File: src/shared/tcc_pkg.sv
// constants, types and helpers of the timer channel capture/compare block
// Overview of operation
// - edge code 00: mode bit A one presets pin low, zero presets high
// - capture mode: code 01 rising, 10 falling, 11 either edge
// - unbuffered compare: match toggles (01), clears (10) or sets (11) pin
// - buffered compare: same match actions, mode bit A ignored
// - edge code 00 hands the pin to the port, no capture or compare
// - compare modes with overflow toggle invert the pin on overflow
// - overflow toggle wins over a coincident compare match
// - full-duty bit forces 100% level, applied from next PWM cycle
// - full duty affects only the pin; matches still set the flag
// - reset clears edge bits, overflow toggle and full duty everywhere
// - 16-bit value register: captured counter or compare match value
// - value registers keep no defined reset value
// - capture mode: high-byte read blocks captures until low-byte read
// - a capture before the high-byte read overwrites the old value
// - software writes replace the value, even unread captures
// - unbuffered: no matches between high-byte and low-byte writes
// - buffered: only writes to the active register block matches
// - unused value registers stay plain read/write storage
// - channel pins: direction bit under port only; capture in, compare out
// - pair buffered bit set: odd pin is a port pin by its direction bit
// - clock pin is counter clock only for prescaler select 111
// - flag sets on capture edge or on counter equal to value
// - buffered bit on even channel disables the odd control register
// - mode bit A counts only while the pair buffered bit is zero or the edge code is 00
package tcc_pkg;
  localparam int CHANNELS = 4;
  localparam int ADDR_W = 8;
  // register byte offsets
  localparam logic [7:0] CTRL_BASE = 8'h00;
  localparam logic [7:0] VALUE_BASE = 8'h10;
  localparam logic [7:0] DIR_ADDR = 8'h30;
  localparam logic [7:0] PRESCALE_ADDR = 8'h34;
  localparam logic [7:0] WORD_STEP = 8'h04;
  localparam logic [7:0] CHAN_STEP = 8'h08;
  // control register fields
  localparam int BIT_FLAG = 7;
  localparam int BIT_IE = 6;
  localparam int BIT_MODEB = 5;
  localparam int BIT_MODEA = 4;
  localparam int BIT_ELSH = 3;
  localparam int BIT_ELSL = 2;
  localparam int BIT_TOV = 1;
  localparam int BIT_MAX = 0;
  localparam int BIT_CLKDIR = 4;
  // edge/level codes
  localparam logic [1:0] EDGE_OFF = 2'h0;
  localparam logic [1:0] EDGE_RISE = 2'h1;
  localparam logic [1:0] EDGE_FALL = 2'h2;
  localparam logic [1:0] EDGE_BOTH = 2'h3;
  localparam logic [2:0] PRESCALE_EXT = 3'h7;
  localparam logic [7:0] CTRL_RESET = 8'h00;

  // gray order along port, capture, unbuffered, buffered
  typedef enum logic [1:0] {
    MODE_PORT = 2'h0,
    MODE_CAPTURE = 2'h1,
    MODE_UNBUF = 2'h3,
    MODE_BUF = 2'h2
  } tcc_mode_e;

  typedef struct packed {
    logic [3:0][7:0] ctrl;
    logic [3:0][15:0] value;
    logic [3:0] highWritten;
    logic [3:0] readLock;
    logic [3:0] flagArmed;
    logic [3:0] pinPrev;
    logic [3:0] level;
    logic [3:0] fullDuty;
    logic [1:0] activeOdd;
    logic [1:0] swapPending;
    logic [4:0] dir;
    logic [2:0] prescale;
    logic [31:0] rdata;
  } tcc_state_s;

  function automatic tcc_mode_e decodeMode(logic modeB, logic modeA, logic [1:0] els);
    if (els == EDGE_OFF) return MODE_PORT;
    if (modeB) return MODE_BUF;
    if (modeA) return MODE_UNBUF;
    return MODE_CAPTURE;
  endfunction : decodeMode

  function automatic logic [7:0] ctrlAddr(int ch);
    return CTRL_BASE + WORD_STEP * ch[7:0];
  endfunction : ctrlAddr

  function automatic logic [7:0] highAddr(int ch);
    return VALUE_BASE + CHAN_STEP * ch[7:0];
  endfunction : highAddr

  function automatic logic [7:0] lowAddr(int ch);
    return highAddr(ch) + WORD_STEP;
  endfunction : lowAddr

  // 100% duty level: high for toggle/clear PWM, low for set-on-match PWM
  function automatic logic fullDutyLevel(logic [1:0] els);
    return els != EDGE_BOTH;
  endfunction : fullDutyLevel
endpackage : tcc_pkg

File: src/hdl/tcc_channel_event.sv
// per-channel capture edge and compare match detection
`timescale 1ns/100ps
module tcc_channel_event (
  input wire tcc_pkg::tcc_mode_e mode,
  input wire logic [1:0] els,
  input wire logic pinNow,
  input wire logic pinPrev,
  input wire logic counterStep,
  input wire logic [15:0] counterValue,
  input wire logic [15:0] compareValue,
  input wire logic inhibit,
  output logic captureHit,
  output logic matchHit
);
  logic rise;
  logic fall;
  logic isCompare;

  // edges seen between two bus clocks
  assign rise = pinNow & ~pinPrev;
  assign fall = ~pinNow & pinPrev;
  assign isCompare = (mode == tcc_pkg::MODE_UNBUF) | (mode == tcc_pkg::MODE_BUF);

  // active edge by code
  always_comb begin
    captureHit = 1'b0;
    if (mode == tcc_pkg::MODE_CAPTURE) begin
      case (els)
        tcc_pkg::EDGE_RISE: captureHit = rise;
        tcc_pkg::EDGE_FALL: captureHit = fall;
        tcc_pkg::EDGE_BOTH: captureHit = rise | fall;
        default: captureHit = 1'b0;
      endcase
    end
  end

  // match only when counter takes a new value, so a long equal stretch counts once
  assign matchHit = isCompare & counterStep & ~inhibit & (counterValue == compareValue);
endmodule : tcc_channel_event

File: src/hdl/tcc_top.sv
// timer channel capture/compare unit with apb register slave
`timescale 1ns/100ps
module tcc_top (
  input wire logic clock,
  input wire logic rst,
  input wire logic psel,
  input wire logic penable,
  input wire logic pwrite,
  input wire logic [7:0] paddr,
  input wire logic [31:0] pwdata,
  output logic [31:0] prdata,
  output logic pready,
  output logic pslverr,
  input wire logic [15:0] counterValue,
  input wire logic counterStep,
  input wire logic counterOverflow,
  input wire logic [3:0] channelPinIn,
  input wire logic [3:0] portDataOut,
  output logic [3:0] channelPinOut,
  output logic [3:0] channelPinOe,
  output logic [3:0] channelEventFlag,
  input wire logic clockPortData,
  output logic clockPinOut,
  output logic clockPinOe,
  output logic externalClockSelect
);
  tcc_pkg::tcc_state_s s_reg;
  tcc_pkg::tcc_state_s s_next;
  tcc_pkg::tcc_mode_e chMode [4];
  logic [3:0][1:0] chEls;
  logic [3:0][15:0] compareValue;
  logic [3:0] inhibit;
  logic [3:0] captureHit;
  logic [3:0] matchHit;
  logic [1:0] pairBuf;
  logic accessDone;
  logic writeDone;
  logic readDone;
  logic mapped;
  logic [31:0] readMux;

  // pair buffered bits live in the even control registers
  assign pairBuf[0] = s_reg.ctrl[0][tcc_pkg::BIT_MODEB];
  assign pairBuf[1] = s_reg.ctrl[2][tcc_pkg::BIT_MODEB];

  // effective mode per channel
  always_comb begin
    for (int ch = 0; ch < tcc_pkg::CHANNELS; ch++) begin
      chEls[ch] = s_reg.ctrl[ch][tcc_pkg::BIT_ELSH:tcc_pkg::BIT_ELSL];
      if (ch % 2 == 0) begin
        chMode[ch] = tcc_pkg::decodeMode(pairBuf[ch / 2], s_reg.ctrl[ch][tcc_pkg::BIT_MODEA], chEls[ch]);
      end else if (pairBuf[ch / 2]) begin
        chMode[ch] = tcc_pkg::MODE_PORT;
      end else begin
        chMode[ch] = tcc_pkg::decodeMode(1'b0, s_reg.ctrl[ch][tcc_pkg::BIT_MODEA], chEls[ch]);
      end
    end
  end

  // compare source and write interlock; buffered pairs look at the active register only
  always_comb begin
    for (int ch = 0; ch < tcc_pkg::CHANNELS; ch++) begin
      compareValue[ch] = s_reg.value[ch];
      inhibit[ch] = s_reg.highWritten[ch];
      if (ch % 2 == 0 && chMode[ch] == tcc_pkg::MODE_BUF) begin
        if (s_reg.activeOdd[ch / 2]) begin
          // ch | 1 names the odd partner and stays in range for every unrolled channel
          compareValue[ch] = s_reg.value[ch | 1];
          inhibit[ch] = s_reg.highWritten[ch | 1];
        end
      end
    end
  end

  // edge and match detection per channel
  for (genvar g = 0; g < tcc_pkg::CHANNELS; g++) begin : gen_chan
    tcc_channel_event u_event (
      .mode(chMode[g]),
      .els(chEls[g]),
      .pinNow(channelPinIn[g]),
      .pinPrev(s_reg.pinPrev[g]),
      .counterStep(counterStep),
      .counterValue(counterValue),
      .compareValue(compareValue[g]),
      .inhibit(inhibit[g]),
      .captureHit(captureHit[g]),
      .matchHit(matchHit[g])
    );
  end

  // apb phases; the slave never inserts wait states
  assign accessDone = psel & penable;
  assign writeDone = accessDone & pwrite;
  assign readDone = accessDone & ~pwrite;
  assign pready = 1'b1;
  assign pslverr = accessDone & ~mapped;

  // read data selection and address map check
  always_comb begin
    readMux = '0;
    mapped = 1'b0;
    if (paddr == tcc_pkg::DIR_ADDR) begin
      mapped = 1'b1;
      readMux[4:0] = s_reg.dir;
    end
    if (paddr == tcc_pkg::PRESCALE_ADDR) begin
      mapped = 1'b1;
      readMux[2:0] = s_reg.prescale;
    end
    for (int ch = 0; ch < tcc_pkg::CHANNELS; ch++) begin
      if (paddr == tcc_pkg::ctrlAddr(ch)) begin
        mapped = 1'b1;
        // a disabled odd control register reads as zero
        if (!(ch % 2 == 1 && pairBuf[ch / 2])) begin
          readMux[7:0] = s_reg.ctrl[ch];
        end
      end
      if (paddr == tcc_pkg::highAddr(ch)) begin
        mapped = 1'b1;
        readMux[7:0] = s_reg.value[ch][15:8];
      end
      if (paddr == tcc_pkg::lowAddr(ch)) begin
        mapped = 1'b1;
        readMux[7:0] = s_reg.value[ch][7:0];
      end
    end
  end

  // next state of the whole block
  always_comb begin
    s_next = s_reg;
    s_next.pinPrev = channelPinIn;
    // read data is sampled in the setup cycle so prdata comes from a flop
    if (psel & ~penable) begin
      s_next.rdata = readMux;
    end

    for (int ch = 0; ch < tcc_pkg::CHANNELS; ch++) begin
      // capture latches the counter unless a high-byte read holds it
      if (captureHit[ch] & ~s_reg.readLock[ch]) begin
        s_next.value[ch] = counterValue;
      end

      // register reads with side effects
      if (readDone && paddr == tcc_pkg::ctrlAddr(ch) && s_reg.ctrl[ch][tcc_pkg::BIT_FLAG]) begin
        s_next.flagArmed[ch] = 1'b1;
      end
      if (readDone && paddr == tcc_pkg::highAddr(ch) && chMode[ch] == tcc_pkg::MODE_CAPTURE) begin
        s_next.readLock[ch] = 1'b1;
      end
      if (readDone && paddr == tcc_pkg::lowAddr(ch)) begin
        s_next.readLock[ch] = 1'b0;
      end

      // control write; flag only clears by writing zero after reading it set
      if (writeDone && paddr == tcc_pkg::ctrlAddr(ch)) begin
        if (!(ch % 2 == 1 && pairBuf[ch / 2])) begin
          s_next.ctrl[ch][6:0] = pwdata[6:0];
          if (ch % 2 == 1) begin
            s_next.ctrl[ch][tcc_pkg::BIT_MODEB] = 1'b0;
          end
          if (s_reg.flagArmed[ch] & ~pwdata[tcc_pkg::BIT_FLAG]) begin
            s_next.ctrl[ch][tcc_pkg::BIT_FLAG] = 1'b0;
          end
          s_next.flagArmed[ch] = 1'b0;
        end
      end

      // value writes win over a capture in the same cycle
      if (writeDone && paddr == tcc_pkg::highAddr(ch)) begin
        s_next.value[ch][15:8] = pwdata[7:0];
        s_next.highWritten[ch] = 1'b1;
      end
      if (writeDone && paddr == tcc_pkg::lowAddr(ch)) begin
        s_next.value[ch][7:0] = pwdata[7:0];
        s_next.highWritten[ch] = 1'b0;
      end

      // hardware set wins over a software clear in the same cycle
      if (captureHit[ch] | matchHit[ch]) begin
        s_next.ctrl[ch][tcc_pkg::BIT_FLAG] = 1'b1;
        // a new event voids a pending clear, so no event is lost to a stale read
        s_next.flagArmed[ch] = 1'b0;
      end

      // pin level: preset, overflow toggle, match action
      if (chEls[ch] == tcc_pkg::EDGE_OFF) begin
        s_next.level[ch] = ~s_reg.ctrl[ch][tcc_pkg::BIT_MODEA];
      end else if (chMode[ch] == tcc_pkg::MODE_UNBUF || chMode[ch] == tcc_pkg::MODE_BUF) begin
        if (counterOverflow & s_reg.ctrl[ch][tcc_pkg::BIT_TOV]) begin
          s_next.level[ch] = ~s_reg.level[ch];
        end else if (matchHit[ch]) begin
          case (chEls[ch])
            tcc_pkg::EDGE_RISE: s_next.level[ch] = ~s_reg.level[ch];
            tcc_pkg::EDGE_FALL: s_next.level[ch] = 1'b0;
            tcc_pkg::EDGE_BOTH: s_next.level[ch] = 1'b1;
            default: s_next.level[ch] = s_reg.level[ch];
          endcase
        end
      end

      // full duty is taken over only at a cycle boundary, so a change never cuts a pulse
      if (chMode[ch] != tcc_pkg::MODE_UNBUF && chMode[ch] != tcc_pkg::MODE_BUF) begin
        s_next.fullDuty[ch] = 1'b0;
      end else if (counterOverflow) begin
        s_next.fullDuty[ch] = s_reg.ctrl[ch][tcc_pkg::BIT_MAX];
      end
    end

    // buffered pairs: a completed write to the idle register swaps at next overflow
    for (int p = 0; p < tcc_pkg::CHANNELS / 2; p++) begin
      if (!pairBuf[p]) begin
        s_next.activeOdd[p] = 1'b0;
        s_next.swapPending[p] = 1'b0;
      end else begin
        if (counterOverflow & s_reg.swapPending[p]) begin
          s_next.activeOdd[p] = ~s_reg.activeOdd[p];
          s_next.swapPending[p] = 1'b0;
        end
        if (writeDone && paddr == tcc_pkg::lowAddr(2 * p + (s_reg.activeOdd[p] ? 0 : 1))) begin
          s_next.swapPending[p] = 1'b1;
        end
      end
    end

    // loose configuration registers
    if (writeDone && paddr == tcc_pkg::DIR_ADDR) begin
      s_next.dir = pwdata[4:0];
    end
    if (writeDone && paddr == tcc_pkg::PRESCALE_ADDR) begin
      s_next.prescale = pwdata[2:0];
    end

    // synchronous reset clears control state but leaves the value registers alone
    if (rst) begin
      s_next = '0;
      s_next.value = s_reg.value;
      for (int ch = 0; ch < tcc_pkg::CHANNELS; ch++) begin
        s_next.ctrl[ch] = tcc_pkg::CTRL_RESET;
        s_next.level[ch] = 1'b1;
      end
      s_next.pinPrev = '0;
    end
  end

  // single state register
  always_ff @(posedge clock) begin
    s_reg <= s_next;
  end

  // pin drive per channel
  always_comb begin
    for (int ch = 0; ch < tcc_pkg::CHANNELS; ch++) begin
      case (chMode[ch])
        tcc_pkg::MODE_PORT: begin
          channelPinOe[ch] = s_reg.dir[ch];
          channelPinOut[ch] = portDataOut[ch];
        end
        tcc_pkg::MODE_CAPTURE: begin
          channelPinOe[ch] = 1'b0;
          channelPinOut[ch] = 1'b0;
        end
        tcc_pkg::MODE_UNBUF, tcc_pkg::MODE_BUF: begin
          channelPinOe[ch] = 1'b1;
          channelPinOut[ch] = s_reg.fullDuty[ch] ? tcc_pkg::fullDutyLevel(chEls[ch]) : s_reg.level[ch];
        end
        default: begin
          channelPinOe[ch] = 1'b0;
          channelPinOut[ch] = 1'b0;
        end
      endcase
      channelEventFlag[ch] = s_reg.ctrl[ch][tcc_pkg::BIT_FLAG];
    end
  end

  // external clock pin: counter clock only for the top prescaler code
  assign externalClockSelect = s_reg.prescale == tcc_pkg::PRESCALE_EXT;
  assign clockPinOe = ~externalClockSelect & s_reg.dir[tcc_pkg::BIT_CLKDIR];
  assign clockPinOut = clockPortData;
  assign prdata = s_reg.rdata;
endmodule : tcc_top

File: config.mk
export PLATFORM = sky130hd
export DESIGN_NAME = tcc_top
export DESIGN_NICKNAME = d
export VERILOG_FILES = /design/src/shared/tcc_pkg.sv /design/src/hdl/tcc_channel_event.sv /design/src/hdl/tcc_top.sv
export SDC_FILE = /design/constraint.sdc
export NUM_CORES = 1
export LEC_CHECK = 0
export BUFFER_PORTS_ARGS = -buffer_cell sky130_fd_sc_hd__buf_2
export CAP_MARGIN = 20
export CORE_MARGIN = 1.5
export CORE_UTILIZATION = 53
export CTS_CLUSTER_SIZE = 10
export DETAILED_ROUTE_END_ITERATION = 10
export PLACE_DENSITY = 0.77
export SYNTH_ARGS = -nofsm -noshare
export SYNTH_HDL_FRONTEND = slang
export SYNTH_SLANG_ARGS = --single-unit
File: constraint.sdc
create_clock -name clock -period 2.5 [get_ports clock]
set_input_delay 0.125 -clock clock [delete_from_list [all_inputs] [get_ports clock]]
set_output_delay 0.125 -clock clock [all_outputs]
set_load 0.05 [all_outputs]
==> reports/results.ini, run 1 <==
[outcome]
outcome=completed

[yosys]
ys_types=69
ys_seq_elements=138
ys_async_sr_fraction_pct=0
synth_area_per_cell_um2=8.77
synth_enable_flop_cells=64
yosys_most_used_dff=dfxtp_1
yosysWarnings=0
syn_inst=991
yosysSeqAreaShare_pct=39.2
netlist_area_um2=8690

[floorplan]
core_um2=15900
die_area_um2=17200
initial_utilization_pct=54.5
rows=46
io_pins=121
die_w_um=131
chipHeight_um=131

[placed_design]
io_buffers=69
dp_hpwl_um=21500
place_congestion=0.983
numPlacedInstances=1266
placed_area_um2=9390
pre_cts_ws_ns=0.0899

[finish]
nets=1153
areaGrowthSynthToFinish_pct=15.9
fin_area_um2=10100
fin_cells=1303
utilization_pct=63.1
largest_reg_flops=82
final_common_cell=nand2_1
final_cell_mix=nand2_1 (118), a21oi_1 (83), dfxtp_1 (74)
drive_gt1_share_pct=23.6

[global_routing]
grt_max_degree=35
overflow=0
grt_pass1_wl_um=43800
busiest_layer=met2
met1_usage_pct=47.2
antenna_found_initial=1
use_met2_pct=54.1
grt_usage_pct=35.5
grt_pass1_vias=7592
use_met3_pct=9.53

[power_and_ir_drop]
powerDensity_nw_per_um2=566
leakage_nw=3.82
finalPower_mw=5.69
ir_drop_mv=0.554

[cts]
cts_tree=done
cts_buffers=17
post_cts_buffers=0
clkLatencyLatePin_ns=0.44
cts-root-buf=clkbuf_16
clkSinkCount=138
path_clk_slew_ns=0.06
htreeDepth=4
cts_buffer_depth=2

[route]
drc=0
drt_iter0_drc=1129
antenna_left=0
routedWlPerCell_um=22.9
vias=8278
finalWirelength_um=29800
via_per_inst=6.35
first_pass_iters=9

[flow_run]
drv_cap=0

[sta]
fin_crit_sh_pct=95.2
grt_setup_unrepaired=false
maxSlewHeadroom_pct=41.5
worst_pin_slew_ns=0.874
fin_skew_ns=0.00892
drv_slew=0
min_period_ns=2.38
finalSetupViolations=0
hold_slack_ns=0.112
fmax_ghz=0.420
finalHoldViolations=0
worst_slack_ns=0.120
setup_tns_ns=0

[setup_path]
worstPathRequired_ns=2.82
arrival_ns=2.70
critPathSlowestCell=or4b_1
path_delay_family=simple AND/OR/NAND/NOR gates
max_stage_delay_ns=0.59
cp_cell_sequence=xor2_1 > a211oi_1 > nand2_1 > nor4_1 > or4b_1 > mux2i_1 > a221o_1
critical_path_class=reg2reg
worst-path-max-fanout=3
endpoint_kind=register
cp-start-kind=register
crit_buf_inv=0

[min_path]
hold_class=in2reg

## cell families (layout without fill, tap and decap cells)
kind of cell	Yosys count	after routing	share of synthesized area, %
AND/OR/NAND/NOR	313	313	17.6
multiplexers	91	91	11.4
flip-flops	138	138	39.2
buffers and inverters	144	216	8.01
other	2	26	0.0865
AO/OA/AOI/OAI	251	251	18.1
adder cells (fa/ha/maj)	8	8	1.15
XOR/XNOR	44	44	4.44
## report_power, final
part | total, mW | switching (mW) | leakage [nW] | internal [mW]
Clock | 2.71 | 1.00 | 0.316 | 1.71
Combinational | 0.615 | 0.431 | 2.33 | 0.184
Sequential | 2.37 | 0.00466 | 1.17 | 2.37
Total | 5.69 | 1.44 | 3.82 | 4.26
## Yosys cell counts, drive strengths merged (4+ instances only)
master | n | area share, %
a211oi | 15 | 1.3
a21o | 4 | 0.35
a21oi | 83 | 4.8
a221oi | 6 | 0.60
a222oi | 4 | 0.46
a22oi | 9 | 0.78
a31oi | 18 | 1.3
a41oi | 4 | 0.40
buf | 53 | 4.1
clkbuf | 52 | 2.2
dfxtp | 74 | 17
edfxtp | 64 | 22
ha | 8 | 1.2
inv | 39 | 1.7
mux2 | 65 | 8.4
mux2i | 26 | 3.0
nand2 | 118 | 5.1
nand2b | 12 | 0.86
nand3 | 20 | 1.2
nand3b | 4 | 0.35
nand4 | 7 | 0.50
nor2 | 74 | 3.2
nor2b | 13 | 0.94
nor3 | 22 | 1.6
nor4 | 12 | 1.2
o211ai | 8 | 0.69
o21ai | 50 | 2.9
o22ai | 17 | 1.2
o2bb2ai | 4 | 0.40
o31ai | 4 | 0.35
or2 | 6 | 0.43
or3 | 8 | 0.58
or4 | 4 | 0.39
xnor2 | 20 | 2.0
xor2 | 24 | 2.4
## worst register-to-register path, stage by stage (launching register included)
cell,delay (ns)
edfxtp_1,0.41
xor2_1,0.18
a211oi_1,0.30
nand2_1,0.09
nor4_1,0.24
or4b_1,0.59
mux2i_1,0.17
a221o_1,0.30
## metal layers
metal | vias to the layer above | share of wire (%)
met5 | - | 0.037
met4 | 2 | 4.4
met3 | 111 | 12
met2 | 578 | 44
met1 | 3895 | 40
li1 | 3692 | -
## area by class of cell
cell class	instances	area (um^2)
clock buffer	22	495
sequential	138	3400
clock inverter	10	135
timing repair buffer	145	926
inverter	39	146
tap	216	270
multi-input combinational	732	4690
fill	1394	5880
antenna	1	2.50
## final timing paths
kind / from / endpoint / slack (ns) / depth (start not counted)
max: compareValue[52] / s_reg[51] / 0.12 / 7
min: pwdata[5] / pairBuf[1] / 0.11 / 3
max reg2reg: compareValue[52] / s_reg[51] / 0.12 / 7
min reg2reg: s_reg[138] / s_reg[138] / 0.46 / 2
## timing repair
| item | CTS | global route |
|---|---|---|
| setup endpoints to repair | 0 | 1 |
| hold buffers | 4 | 0 |
| gates resized for setup | 0 | 3 |
| endpoints found under the hold margin | 4 | 0 |
Power figures use the tool's default switching activity.
==> run 2, diff against run 1 <==
--- a/config.mk
+++ b/config.mk
@@ -11,7 +11,8 @@
 export CORE_UTILIZATION = 53
 export CTS_CLUSTER_SIZE = 10
 export DETAILED_ROUTE_END_ITERATION = 10
-export PLACE_DENSITY = 0.77
+export MAX_ROUTING_LAYER = met4
+export PLACE_DENSITY = 0.82
 export SYNTH_ARGS = -nofsm -noshare
 export SYNTH_HDL_FRONTEND = slang
 export SYNTH_SLANG_ARGS = --single-unit
==> run 2 against run 1 <==
  * Die area stayed put
  * Largest power group unchanged
  * Largest cell class unchanged
  * Sequential share of layout area is 0.29 points higher
  * Clock power is 11% lower
  * Critical endpoint unchanged
  * Maximum frequency is 0.65% higher
==> reports/results.ini, run 2 (same netlist as run 1, synthesis figures left out) <==
[outcome]
outcome=completed

[sta]
finalHoldViolations=0
fmax_ghz=0.423
min_period_ns=2.36
maxSlewHeadroom_pct=55.5
hold_slack_ns=0.129
worst_pin_slew_ns=0.662
fin_crit_sh_pct=94.6
drv_slew=0
grt_setup_unrepaired=false
finalSetupViolations=0
fin_skew_ns=0.00700
setup_tns_ns=0
worst_slack_ns=0.136

[power_and_ir_drop]
powerDensity_nw_per_um2=542
leakage_nw=3.77
ir_drop_mv=0.475

[global_routing]
grt_pass1_vias=7572
overflow=0
grt_pass1_wl_um=44500
grt_usage_pct=37.2
antenna_found_initial=1
grt_max_degree=87

[route]
via_per_inst=6.38
drt_iter0_drc=1093
first_pass_iters=6
antenna_left=0
vias=8303
drc=0
finalWirelength_um=30200
routedWlPerCell_um=23.2

[placed_design]
placed_area_um2=9390
place_congestion=0.999
io_buffers=69
pre_cts_ws_ns=0.135
dp_hpwl_um=22000

[cts]
clkLatencyLatePin_ns=0.43
htreeDepth=4
post_cts_buffers=0
cts_tree=done
clkSinkCount=138
path_clk_slew_ns=0.06
cts-root-buf=clkbuf_16
cts_buffer_depth=2
cts_buffers=17

[finish]
drive_gt1_share_pct=22.9
areaGrowthSynthToFinish_pct=14.9
largest_reg_flops=82
fill_cells=1391
final_common_cell=nand2_1
final_cell_mix=nand2_1 (118), a21oi_1 (83), dfxtp_1 (74)
fin_area_um2=9980
nets=1152

[min_path]
hold_class=in2reg

[setup_path]
critical_path_class=reg2reg
arrival_ns=2.68
cp-start-kind=register
endpoint_kind=register
worstPathRequired_ns=2.81
worst-path-max-fanout=3

[floorplan]
io_pins=121
initial_utilization_pct=54.5
chipHeight_um=131
die_w_um=131
die_area_um2=17200
core_um2=15900
rows=46

[flow_run]
drv_cap=0

-- run 2: cell types whose count changed in the layout (fill, tap and decap cells not counted), moves of 2 or more --
cell	before	now
clkbuf_1	1	4
clkbuf_8	3	0
clkinv_1	0	3
buf_4	72	70
clkinv_2	3	5
clkinv_4	2	0
inv_4	2	0
-- run 2: routing by layer --
metal  GRT usage, %  up-vias  wire, um
met5              -        -         0
li1               -     3694         -
met2           55.2      552     13300
met3           7.74       89      3220
met4           15.8        0      1200
met1           49.2     3968     12500
-- run 2: per-stage QoR --
| step | std cells | total power, mW | util [%] |
|---|---|---|---|
| global route | 1302 | 5.55 | 62.6 |
| global placement | 1265 | 3.01 | 58.9 |
| finish | 1302 | 5.41 | 62.6 |
| CTS | 1301 | 5.40 | 62.6 |
| floorplan | 1014 | 2.85 | - |
| detailed placement | 1265 | 3.02 | 58.9 |
-- run 2: final timing paths --
| path | from | to | slack [ns] | cells past startpoint |
|---|---|---|---|---|
| max reg2reg | compareValue[53] | s_reg[51] | 0.14 | 6 |
| min reg2reg | s_reg[64] | s_reg[64] | 0.45 | 2 |
| max | compareValue[53] | s_reg[51] | 0.14 | 6 |
| min | pwdata[5] | pairBuf[0] | 0.13 | 3 |
-- run 2: critical path: stages, from the launching register on --
cell       delay [ns]
edfxtp_1         0.40
xor2_1           0.18
a2111oi_1        0.38
nand3_1          0.19
or4b_1           0.67
mux2i_1          0.16
a221o_1          0.29
-- run 2: cell type report --
| cell class | instances | area [um^2] | area share [%] |
|---|---|---|---|
| well taps | 216 | 270 | 2.71 |
| multi-input cells | 732 | 4680 | 46.9 |
| clock buffers | 21 | 440 | 4.41 |
| diodes | 1 | 2.50 | 0.0251 |
| repair buffers | 144 | 931 | 9.33 |
| clock inverters | 11 | 104 | 1.04 |
| flip-flops and latches | 138 | 3400 | 34.1 |
| inverters | 39 | 146 | 1.47 |
-- run 2: repair_timing --
action                     in CTS  in global routing
hold buffers                    4                  0
hold endpoints to repair        4                  0
gates resized for setup         0                  2
setup endpoints to repair       0                  1
-- run 2: power breakdown --
part,switching [mW],internal [mW],total [mW]
registers,0.00447,2.37,2.37
clock network,0.972,1.45,2.42
logic,0.429,0.189,0.617
